==> src/pkg/erc_params.svh <==
// Constants for the emergency reverse supervisor: offsets, fields, resets, timing.
// Assumes a 200 MHz control clock and a 16-bit register address space.
`ifndef ERC_PARAMS_SVH
`define ERC_PARAMS_SVH
// Register offsets, as seen on the register port
`define ERC_OFS_SRC_SEL      16'h3036
`define ERC_OFS_SPEED_CAP    16'h3038
`define ERC_OFS_ACCEL_RATE   16'h3039
`define ERC_OFS_DECEL_RATE   16'h303A
`define ERC_OFS_TIME_LIMIT   16'h303B
`define ERC_OFS_OPTION_ONE   16'h306A
`define ERC_OFS_DIR_ILOCK    16'h389F
`define ERC_OFS_SW_CMD       16'h3F00
`define ERC_OFS_STATUS       16'h3F01
`define ERC_OFS_IRQ_STATUS   16'h3F02
`define ERC_OFS_IRQ_CLEAR    16'h3F03
`define ERC_OFS_IRQ_ENABLE   16'h3F04
// Field positions
`define ERC_BIT_ENABLE       1
`define ERC_BIT_DIR_ILOCK    0
`define ERC_BIT_SW_ON        0
`define ERC_BIT_SW_OFF       1
`define ERC_BIT_SRC_SW       0
`define ERC_BIT_SRC_FWD      1
// Reset values
`define ERC_RST_SPEED_CAP    16'h0032
`define ERC_RST_RATE         16'h0064
`define ERC_RST_ZERO         16'h0000
// Time limit: one count is 8 ms, top count means no timeout
`define ERC_LIMIT_MAX        16'h0EA6
`define ERC_LIMIT_TICK_NS    8000000
`define ERC_CLK_PERIOD_NS    5
// Ramp: rates are ms per full scale, stepped once per microsecond at most
`define ERC_RAMP_TICK_NS     1000
`define ERC_RAMP_FULL_SCALE  26'd6000
`define ERC_RATE_UNIT        26'd1000
`endif

==> src/pkg/erc_pkg.sv <==
// Types shared by the emergency reverse supervisor and its surroundings.
// Assumes nothing beyond a SystemVerilog tool.
package erc_pkg;
  // Operator inputs, sampled as synchronous levels
  typedef struct packed {
    logic sw_one;     // Hardware emergency reverse switch
    logic interlock;  // Interlock switch closed
    logic throttle;   // Throttle away from neutral
    logic direction;  // A direction is selected
  } erc_oper_t;
  // Speed command toward the motor speed loop
  typedef struct packed {
    logic               active; // Emergency reverse owns the command
    logic signed [15:0] speed;  // Forward positive, rpm
  } erc_cmd_t;
  // Supervisor states
  typedef enum logic [1:0] {
    ERC_IDLE    = 2'b00,
    ERC_ACTIVE  = 2'b01,
    ERC_INHIBIT = 2'b10
  } erc_state_t;
endpackage

==> src/core/erc_core.sv <==
// Emergency reverse supervisor for a speed-controlled traction drive.
// Assumes synchronous operator inputs, a signed measured motor speed and one clock.
// How it works
// - Act only with the enable option set.
// - Source select picks switch or software request.
// - Selects 2 and 3 need forward travel.
// - Inhibit driving until inputs released after.
// - Time the reverse once moving backward.
// - Forward motion restarts the duration timer.
// - Maximum limit value never times out.
// - Timer expiry sets the timeout fault.
// - Fault clears only on input recycle.
// - Zero limit only stops the vehicle.
// - Reverse speed capped by smaller maximum.
// - Never active in torque control mode.
// - Reverse acceleration uses the accel rate.
// - Slow reverse rises at accel rate.
// - Forward motion brakes at decel rate.
// - Fast reverse slows at decel rate.
`timescale 1ns/1ps
`include "erc_params.svh"
module erc_core #(
  parameter int unsigned TICK_CYCLES = `ERC_LIMIT_TICK_NS / `ERC_CLK_PERIOD_NS
) (
  // Clock, reset, enable
  input  wire logic                 clk_i,
  input  wire logic                 resetn_i,
  input  wire logic                 ce_i,
  // Register port
  input  wire logic [15:0]          reg_addr_i,
  input  wire logic [15:0]          reg_wdata_i,
  input  wire logic                 reg_wr_i,
  input  wire logic                 reg_rd_i,
  output logic      [15:0]          reg_rdata_o,
  // Operator and drive inputs
  input  wire erc_pkg::erc_oper_t   oper_i,
  input  wire logic                 torque_mode_i,
  input  wire logic                 express_mode_i,
  input  wire logic [15:0]          express_mode_max_speed_i,
  input  wire logic [15:0]          speed_mode_max_speed_i,
  input  wire logic signed [15:0]   motor_speed_i,
  // Command and status outputs
  output erc_pkg::erc_cmd_t         cmd_o,
  output logic                      drive_inhibit_o,
  output logic                      timeout_fault_o,
  output logic                      irq_o
);
  import erc_pkg::*;

  localparam int unsigned RAMP_CYCLES = `ERC_RAMP_TICK_NS / `ERC_CLK_PERIOD_NS;

  // Rate for the ramp: shrinking magnitude brakes, growing one accelerates
  function automatic logic [15:0] ramp_rate(input logic signed [15:0] cur,
                                            input logic signed [15:0] tgt,
                                            input logic [15:0] acc_r,
                                            input logic [15:0] dec_r);
    logic shrink;
    shrink = (cur > tgt) ? (cur > 16'sh0000) : (cur < 16'sh0000);
    ramp_rate = shrink ? dec_r : acc_r;
  endfunction

  // Software registers
  logic [7:0]  src_sel_ff;   // Activation source select
  logic [15:0] cap_ff;       // Reverse speed cap
  logic [15:0] accel_ff;     // Reverse acceleration rate
  logic [15:0] decel_ff;     // Braking rate
  logic [15:0] limit_ff;     // Reverse time limit
  logic [15:0] opt_ff;       // Option bits one
  logic [7:0]  dil_ff;       // Release interlock configuration
  logic        swreq_ff;     // Software activation request
  logic [2:0]  irq_en_ff;    // Interrupt enables
  logic [2:0]  irq_st_ff;    // Sticky interrupt status
  logic [15:0] rdata_ff;     // Read data, one cycle late
  // Control state
  erc_state_t  st_ff;        // Supervisor state
  logic        req_d_ff;     // Request delayed, for edge detect
  logic        fault_ff;     // Timeout fault
  logic signed [15:0] cmd_ff; // Commanded speed
  logic [25:0] racc_ff;      // Ramp accumulator
  logic [7:0]  rpre_ff;      // Microsecond prescaler
  logic [31:0] tpre_ff;      // Limit tick prescaler
  logic [15:0] lcnt_ff;      // Elapsed limit counts

  // Combinational helpers
  logic        req;          // Selected activation request
  logic        req_rise;     // Request just asserted
  logic        fwd_only;     // Forward travel required
  logic        start;        // Begin emergency reverse
  logic        released;     // Operator inputs cleared
  logic        expire;       // Duration timer ran out
  logic        rtick;        // Ramp step opportunity
  logic [15:0] mode_max;     // Maximum of the selected drive mode
  logic [15:0] cap_eff;      // Smaller of the two caps
  logic signed [15:0] tgt;   // Ramp target
  logic [25:0] thr;          // Accumulator threshold

  // Request path: source pick, edge detect, then the gates that let an event start
  assign req      = src_sel_ff[`ERC_BIT_SRC_SW] ? swreq_ff : oper_i.sw_one;
  assign fwd_only = src_sel_ff[`ERC_BIT_SRC_FWD];
  assign req_rise = req & ~req_d_ff;
  assign start    = (st_ff == ERC_IDLE) && req_rise && opt_ff[`ERC_BIT_ENABLE]
                    && !torque_mode_i
                    && (!fwd_only || motor_speed_i > 16'sh0000);
  // With the interlock option the interlock switch must open too
  assign released = !oper_i.throttle && !oper_i.direction &&
                    (!dil_ff[`ERC_BIT_DIR_ILOCK] || !oper_i.interlock);
  // Reverse target: the smaller maximum, or a plain stop with a zero limit
  assign mode_max = express_mode_i ? express_mode_max_speed_i : speed_mode_max_speed_i;
  assign cap_eff  = (cap_ff < mode_max) ? cap_ff : mode_max;
  assign tgt      = (limit_ff == `ERC_RST_ZERO) ? 16'sh0000 : -$signed(cap_eff);
  // Expiry is suppressed at both ends of the limit range
  assign expire   = (st_ff == ERC_ACTIVE) && (limit_ff != `ERC_RST_ZERO)
                    && (limit_ff != `ERC_LIMIT_MAX) && (lcnt_ff >= limit_ff);
  // Ramp pacing: one step opportunity per microsecond
  assign rtick    = (rpre_ff == 8'(RAMP_CYCLES - 1));
  assign thr      = {10'h000, ramp_rate(cmd_ff, tgt, accel_ff, decel_ff)} * `ERC_RATE_UNIT;

  // Register writes; software command bits pair as on and off
  always_ff @(posedge clk_i or negedge resetn_i) begin
    if (!resetn_i) begin
      src_sel_ff <= 8'h00;
      cap_ff     <= `ERC_RST_SPEED_CAP;
      accel_ff   <= `ERC_RST_RATE;
      decel_ff   <= `ERC_RST_RATE;
      limit_ff   <= `ERC_RST_ZERO;
      opt_ff     <= `ERC_RST_ZERO;
      dil_ff     <= 8'h00;
      swreq_ff   <= 1'b0;
      irq_en_ff  <= 3'h0;
    end else if (ce_i && reg_wr_i) begin
      case (reg_addr_i)
        `ERC_OFS_SRC_SEL:    src_sel_ff <= reg_wdata_i[7:0];
        `ERC_OFS_SPEED_CAP:  cap_ff     <= reg_wdata_i;
        `ERC_OFS_ACCEL_RATE: accel_ff   <= reg_wdata_i;
        `ERC_OFS_DECEL_RATE: decel_ff   <= reg_wdata_i;
        `ERC_OFS_TIME_LIMIT: limit_ff   <= reg_wdata_i;
        `ERC_OFS_OPTION_ONE: opt_ff     <= reg_wdata_i;
        `ERC_OFS_DIR_ILOCK:  dil_ff     <= reg_wdata_i[7:0];
        `ERC_OFS_IRQ_ENABLE: irq_en_ff  <= reg_wdata_i[2:0];
        // Off wins when both command bits are written together
        `ERC_OFS_SW_CMD: begin
          if (reg_wdata_i[`ERC_BIT_SW_OFF]) begin
            swreq_ff <= 1'b0;
          end else if (reg_wdata_i[`ERC_BIT_SW_ON]) begin
            swreq_ff <= 1'b1;
          end
        end
        default: ;
      endcase
    end
  end

  // Register reads; unmapped and write-only offsets read zero
  always_ff @(posedge clk_i or negedge resetn_i) begin
    if (!resetn_i) begin
      rdata_ff <= 16'h0000;
    end else if (ce_i) begin
      rdata_ff <= 16'h0000;
      if (reg_rd_i) begin
        case (reg_addr_i)
          `ERC_OFS_SRC_SEL:    rdata_ff <= {8'h00, src_sel_ff};
          `ERC_OFS_SPEED_CAP:  rdata_ff <= cap_ff;
          `ERC_OFS_ACCEL_RATE: rdata_ff <= accel_ff;
          `ERC_OFS_DECEL_RATE: rdata_ff <= decel_ff;
          `ERC_OFS_TIME_LIMIT: rdata_ff <= limit_ff;
          `ERC_OFS_OPTION_ONE: rdata_ff <= opt_ff;
          `ERC_OFS_DIR_ILOCK:  rdata_ff <= {8'h00, dil_ff};
          `ERC_OFS_SW_CMD:     rdata_ff <= {15'h0000, swreq_ff};
          `ERC_OFS_STATUS:     rdata_ff <= {12'h000, st_ff, fault_ff, req};
          `ERC_OFS_IRQ_STATUS: rdata_ff <= {13'h0000, irq_st_ff};
          `ERC_OFS_IRQ_ENABLE: rdata_ff <= {13'h0000, irq_en_ff};
          default:             rdata_ff <= 16'h0000;
        endcase
      end
    end
  end

  // Supervisor state machine
  always_ff @(posedge clk_i or negedge resetn_i) begin
    if (!resetn_i) begin
      st_ff    <= ERC_IDLE;
      req_d_ff <= 1'b0;
    end else if (ce_i) begin
      req_d_ff <= req;
      case (st_ff)
        ERC_IDLE: begin
          if (start) begin
            st_ff <= ERC_ACTIVE;
          end
        end
        // Dropping the request, a timeout or torque mode all end the event
        ERC_ACTIVE: begin
          if (!req || expire || torque_mode_i) begin
            st_ff <= ERC_INHIBIT;
          end
        end
        ERC_INHIBIT: begin
          if (released) begin
            st_ff <= ERC_IDLE;
          end
        end
        default: st_ff <= ERC_IDLE;
      endcase
    end
  end

  // Timeout fault: expiry sets it, a fresh request edge clears it; set wins
  always_ff @(posedge clk_i or negedge resetn_i) begin
    if (!resetn_i) begin
      fault_ff <= 1'b0;
    end else if (ce_i) begin
      if (expire) begin
        fault_ff <= 1'b1;
      end else if (req_rise) begin
        fault_ff <= 1'b0;
      end
    end
  end

  // Duration timer counts only while reversing; forward travel restarts it
  always_ff @(posedge clk_i or negedge resetn_i) begin
    if (!resetn_i) begin
      tpre_ff <= 32'h0000_0000;
      lcnt_ff <= 16'h0000;
    end else if (ce_i) begin
      if (st_ff != ERC_ACTIVE || motor_speed_i > 16'sh0000) begin
        tpre_ff <= 32'h0000_0000;
        lcnt_ff <= 16'h0000;
      end else if (motor_speed_i < 16'sh0000) begin
        if (tpre_ff >= 32'(TICK_CYCLES - 1)) begin
          tpre_ff <= 32'h0000_0000;
          lcnt_ff <= (lcnt_ff == 16'hFFFF) ? lcnt_ff : lcnt_ff + 16'h0001;
        end else begin
          tpre_ff <= tpre_ff + 32'h0000_0001;
        end
      end
    end
  end

  // Microsecond prescaler paces the ramp
  always_ff @(posedge clk_i or negedge resetn_i) begin
    if (!resetn_i) begin
      rpre_ff <= 8'h00;
    end else if (ce_i) begin
      rpre_ff <= rtick ? 8'h00 : rpre_ff + 8'h01;
    end
  end

  // Speed ramp: full scale is covered in the selected rate, one rpm a step.
  // Loading the measured speed at start avoids a jump in the command.
  always_ff @(posedge clk_i or negedge resetn_i) begin
    if (!resetn_i) begin
      cmd_ff  <= 16'sh0000;
      racc_ff <= 26'h000_0000;
    end else if (ce_i) begin
      if (start) begin
        cmd_ff  <= motor_speed_i;
        racc_ff <= 26'h000_0000;
      end else if (st_ff == ERC_ACTIVE && expire) begin
        cmd_ff  <= 16'sh0000;
      end else if (st_ff == ERC_ACTIVE && rtick && cmd_ff != tgt) begin
        if (racc_ff + `ERC_RAMP_FULL_SCALE >= thr) begin
          racc_ff <= racc_ff + `ERC_RAMP_FULL_SCALE - thr;
          if (cmd_ff > tgt) begin
            cmd_ff <= cmd_ff - 16'sh0001;
          end else begin
            cmd_ff <= cmd_ff + 16'sh0001;
          end
        end else begin
          racc_ff <= racc_ff + `ERC_RAMP_FULL_SCALE;
        end
      end
    end
  end

  // Sticky interrupt status: 0 start, 1 timeout, 2 drive released; set wins
  always_ff @(posedge clk_i or negedge resetn_i) begin
    if (!resetn_i) begin
      irq_st_ff <= 3'h0;
    end else if (ce_i) begin
      irq_st_ff <= (irq_st_ff &
                    ~((reg_wr_i && reg_addr_i == `ERC_OFS_IRQ_CLEAR) ? reg_wdata_i[2:0]
                                                                     : 3'h0))
                   | {st_ff == ERC_INHIBIT && released, expire, start};
    end
  end

  // Outputs
  assign reg_rdata_o     = rdata_ff;
  assign cmd_o.active    = (st_ff == ERC_ACTIVE);
  assign cmd_o.speed     = cmd_ff;
  assign drive_inhibit_o = (st_ff == ERC_INHIBIT);
  assign timeout_fault_o = fault_ff;
  assign irq_o           = |(irq_st_ff & irq_en_ff);
endmodule // erc_core

==> config.mk <==
export PLATFORM = sky130hd
export DESIGN_NAME = erc_core
export DESIGN_NICKNAME = d
export VERILOG_FILES = /design/src/pkg/erc_pkg.sv /design/src/core/erc_core.sv
export VERILOG_INCLUDE_DIRS = /design/src /design/src/pkg
export SDC_FILE = /design/constraint.sdc
export NUM_CORES = 1
export LEC_CHECK = 0
export ABC_CLOCK_PERIOD_IN_PS = 18650
export BUFFER_PORTS_ARGS = -buffer_cell sky130_fd_sc_hd__buf_2
export CAP_MARGIN = 20
export CORE_ASPECT_RATIO = 0.7
export CORE_MARGIN = 4
export CORE_UTILIZATION = 50
export DETAILED_ROUTE_END_ITERATION = 16
export GPL_TIMING_DRIVEN = 0
export PLACE_DENSITY_LB_ADDON = 0.12
export SETUP_SLACK_MARGIN = 0.4
export SLEW_MARGIN = 20
export SYNTH_ARGS = -nofsm -noshare
export SYNTH_HDL_FRONTEND = slang
export SYNTH_SLANG_ARGS = --single-unit
==> constraint.sdc <==
create_clock -name clk_i -period 18.65 [get_ports clk_i]
set_clock_uncertainty 0.2 [all_clocks]
set_input_delay 0.9325 -clock clk_i [delete_from_list [all_inputs] [get_ports clk_i]]
set_output_delay 0.9325 -clock clk_i [all_outputs]
set_load 0.02 [all_outputs]
==> flow_summary.json <==
{
  "run_status": "finished, final reports clean",
  "pre_cts_ws_ps": 865,
  "path_class": "input port to flop",
  "drv_slew": 0,
  "clk_latency_ps": 540,
  "grt_util_met2": 0.349,
  "setup_viol_count_final": 0,
  "maxCapViolations": 0,
  "cts_tree": "built",
  "remaining_drc_errors": 0,
  "yosys-top-cells-area": "dfrtp_1 31%, ha_1 10%, mux2_2 6.2%, fa_1 5.8%, nand2_1 3.3%",
  "cts.sinks": 218,
  "initial_core_util": 0.506,
  "numPortBuffers": 121,
  "die-area_sq_um": 36900,
  "crit_path_start_kind": "input port",
  "r2r-start": "cap_ff[11]$_DFFE_PN0P_",
  "grt_setup_unrepaired": "false",
  "synth-compound-area-share": 0.161,
  "maxSlewHeadroom": 0.317,
  "wl_per_cell_um": 20.0,
  "crit_end": "racc_ff[20]$_DFFE_PN0P_",
  "crit_fanout": 10,
  "ys_seq_area_frac": 0.323,
  "layout.nets": 2264,
  "synth_cells": 1837,
  "grt_pass1_vias": 13800,
  "rows": 56,
  "syn_nets": 2114,
  "cp_slowest_cell": "a2111oi_1",
  "synth_ff_type": "dfrtp_1",
  "fin_crit_sh": 0.917,
  "synthMuxAreaShare": 0.0915,
  "netlist_area_sq_um": 16900,
  "finalHoldViolations": 0,
  "crit_start": "express_mode_i",
  "tns_ps": 0,
  "drtPass1Iterations": 6,
  "end_kind": "flop",
  "fp.dieW_um": 228,
  "max_stage_delay_ps": 730,
  "drt_first_iter_violations": 1443,
  "dp_hpwl_um": 38300,
  "ff2ff_path_depth": 54,
  "worst_slew_pin_slew_ps": 1020,
  "vias": 14600,
  "yosysTopAreaCellShare": 0.309,
  "final_common_cell": "dfrtp_1",
  "h-tree-depth": 1,
  "r2r-end": "racc_ff[20]$_DFFE_PN0P_",
  "grt_overflow": 0,
  "power.density_cell_area_nw_per_um2": 61.1,
  "critical_path_required_ps": 18900,
  "p_leak_nw": 9.40,
  "ys_ff_latch": 218,
  "synth-edff-count": 0,
  "synth_area_per_cell_sq_um": 9.21,
  "grt_max_degree": 90,
  "synth-simple-area-share": 0.157,
  "use_met1": 0.423,
  "wirelength_um": 48900,
  "clk_pin_slew_ps": 70,
  "core_area_sq_um": 33400,
  "grt_use_met3": 0.0649,
  "synth_fa_ha_area_frac": 0.160,
  "grtUsageTotal": 0.261,
  "ant_nets": 0,
  "globalRoute.busiestLayer": "met1",
  "final_cell_mix": "209 x dfrtp_1, 149 x nand2_1, 143 x inv_1",
  "cts.path.max_buffers": 3,
  "synth_top_family_by_area": "compound AO/OA/AOI/OAI gates",
  "synthArstFlopShare": 1.00,
  "fin_crit_ps": 17100,
  "max_freq_mhz": 58.5,
  "drive_gt1_frac": 0.149,
  "cts_buffers": 24,
  "post-route-util": 0.567,
  "fp.dieH_um": 162,
  "grt_pass1_wl_um": 77700,
  "antenna_found_initial": 3,
  "place_congestion": 0.964,
  "cp_data_arrival_time_ps": 17350,
  "area_growth_pct": 12.1,
  "synth_top_area_cell": "dfrtp_1",
  "regToRegSetupSlack_ps": 2490,
  "final.setup.worst_slack_ps": 1550,
  "ys_warn_count": 0,
  "ios": 127,
  "cts_hold_buf": 0,
  "synth.distinct_cells": 77,
  "viasPerCell": 5.99,
  "clock-root-buffer": "clkbuf_16",
  "synth_xor_area_frac": 0.0627,
  "worstHoldPathType": "input port to async pin",
  "ir_drop_v": 0.0000660
}
[routing by layer]
metal  vias up  wire length [um]  part of all wire
li1       6872                 -                 -
met4         2               838             0.017
met3        57              4290             0.088
met5         -                13           0.00027
met1      7153             25000              0.51
met2       537             18800              0.38
[cells in the mapped netlist (all sizes together), types with 8 or more instances]
cell    number
or2         16
o21a        10
nand2b      24
a22oi       24
nand4       31
o211ai       8
nand2      149
xor2        60
o21ai      107
and2         8
nor2       129
a31oi       11
nand3       45
xnor2       61
mux2        93
fa          49
a21boi      11
and3        14
a21o        40
a222oi      10
nor4        18
o22ai       19
clkbuf      46
inv        143
ha         137
dfstp        9
or3         20
nor3        48
buf         11
dfrtp      209
mux2i       50
a21oi      112
nor2b       19
[cell families after synthesis]
| kind of cell | count (synthesis) |
|---|---|
| and+or+nand+nor | 545 |
| muxes | 143 |
| buffers and inverters | 200 |
| DFF | 218 |
| AOI/OAI and AO/OA | 423 |
| adders and majority gates | 187 |
| xor gates and xnor gates | 121 |
[worst max-delay path: cells and delay by family]
family	cells	cell delay, ps
simple gates	16	3620
xor+xnor	2	480
mux	2	880
compound gates	19	4680
buf+inv	11	3420
fa+ha+maj	9	3350
[where the power goes]
group | internal [mW] | switching [mW] | total [mW]
combinational | 0.0690 | 0.104 | 0.173
sequential | 0.482 | 0.0119 | 0.494
clock | 0.283 | 0.208 | 0.491
[worst min-delay path by stage]
stage	start	endpoint	slack, ps
floorplan	rpre_ff[2]$_DFFE_PN0P_	rpre_ff[2]$_DFFE_PN0P_	260
global placement	rpre_ff[2]$_DFFE_PN0P_	rpre_ff[2]$_DFFE_PN0P_	280
detailed placement	rpre_ff[2]$_DFFE_PN0P_	rpre_ff[2]$_DFFE_PN0P_	280
CTS	resetn_i	cmd_ff[8]$_DFFE_PN0P_	110
global route	resetn_i	cmd_ff[13]$_DFFE_PN0P_	130
finish	resetn_i	cmd_ff[13]$_DFFE_PN0P_	100
[registers in the layout, indices dropped and copies added (netlist names), 2 cells and up]
register,cells
decel_ff,16
irq_st_ff,3
opt_ff,16
tpre_ff,32
src_sel_ff,8
racc_ff,23
irq_en_ff,3
cmd_ff,16
accel_ff,16
reg_rdata_o,16
dil_ff,8
st_ff,2
limit_ff,16
rpre_ff,8
cap_ff,16
lcnt_ff,16
[final cells by class]
cell class | instances | area [sq um]
clock buffers | 35 | 682
clock inverters | 8 | 109
inverters | 143 | 537
repair buffers | 124 | 676
well taps | 435 | 544
multi-input cells | 1419 | 10700
diodes | 1 | 2.50
plain buffers | 57 | 219
fillers | 3018 | 14500
flip-flops and latches | 218 | 5470
[through the flow]
step / std cells / total power [mW] / hold WS (ps) / area [sq um]
finish: 2440 / 1.16 / 102 / 19000
detailed placement: 2396 / 0.672 / 283 / 18200
CTS: 2439 / 1.16 / 114 / 18900
global route: 2440 / 1.21 / 130 / 19000
floorplan: 1837 / 0.614 / 258 / 16900
global placement: 2393 / 0.665 / 277 / 18100
[repair_timing]
| action | CTS | global route |
|---|---|---|
| endpoints found under the setup margin | 0 | 35 |
| setup buffers | 0 | 0 |
| resized for setup | 0 | 7 |
Note: power is estimated with default switching activity, not from simulation.
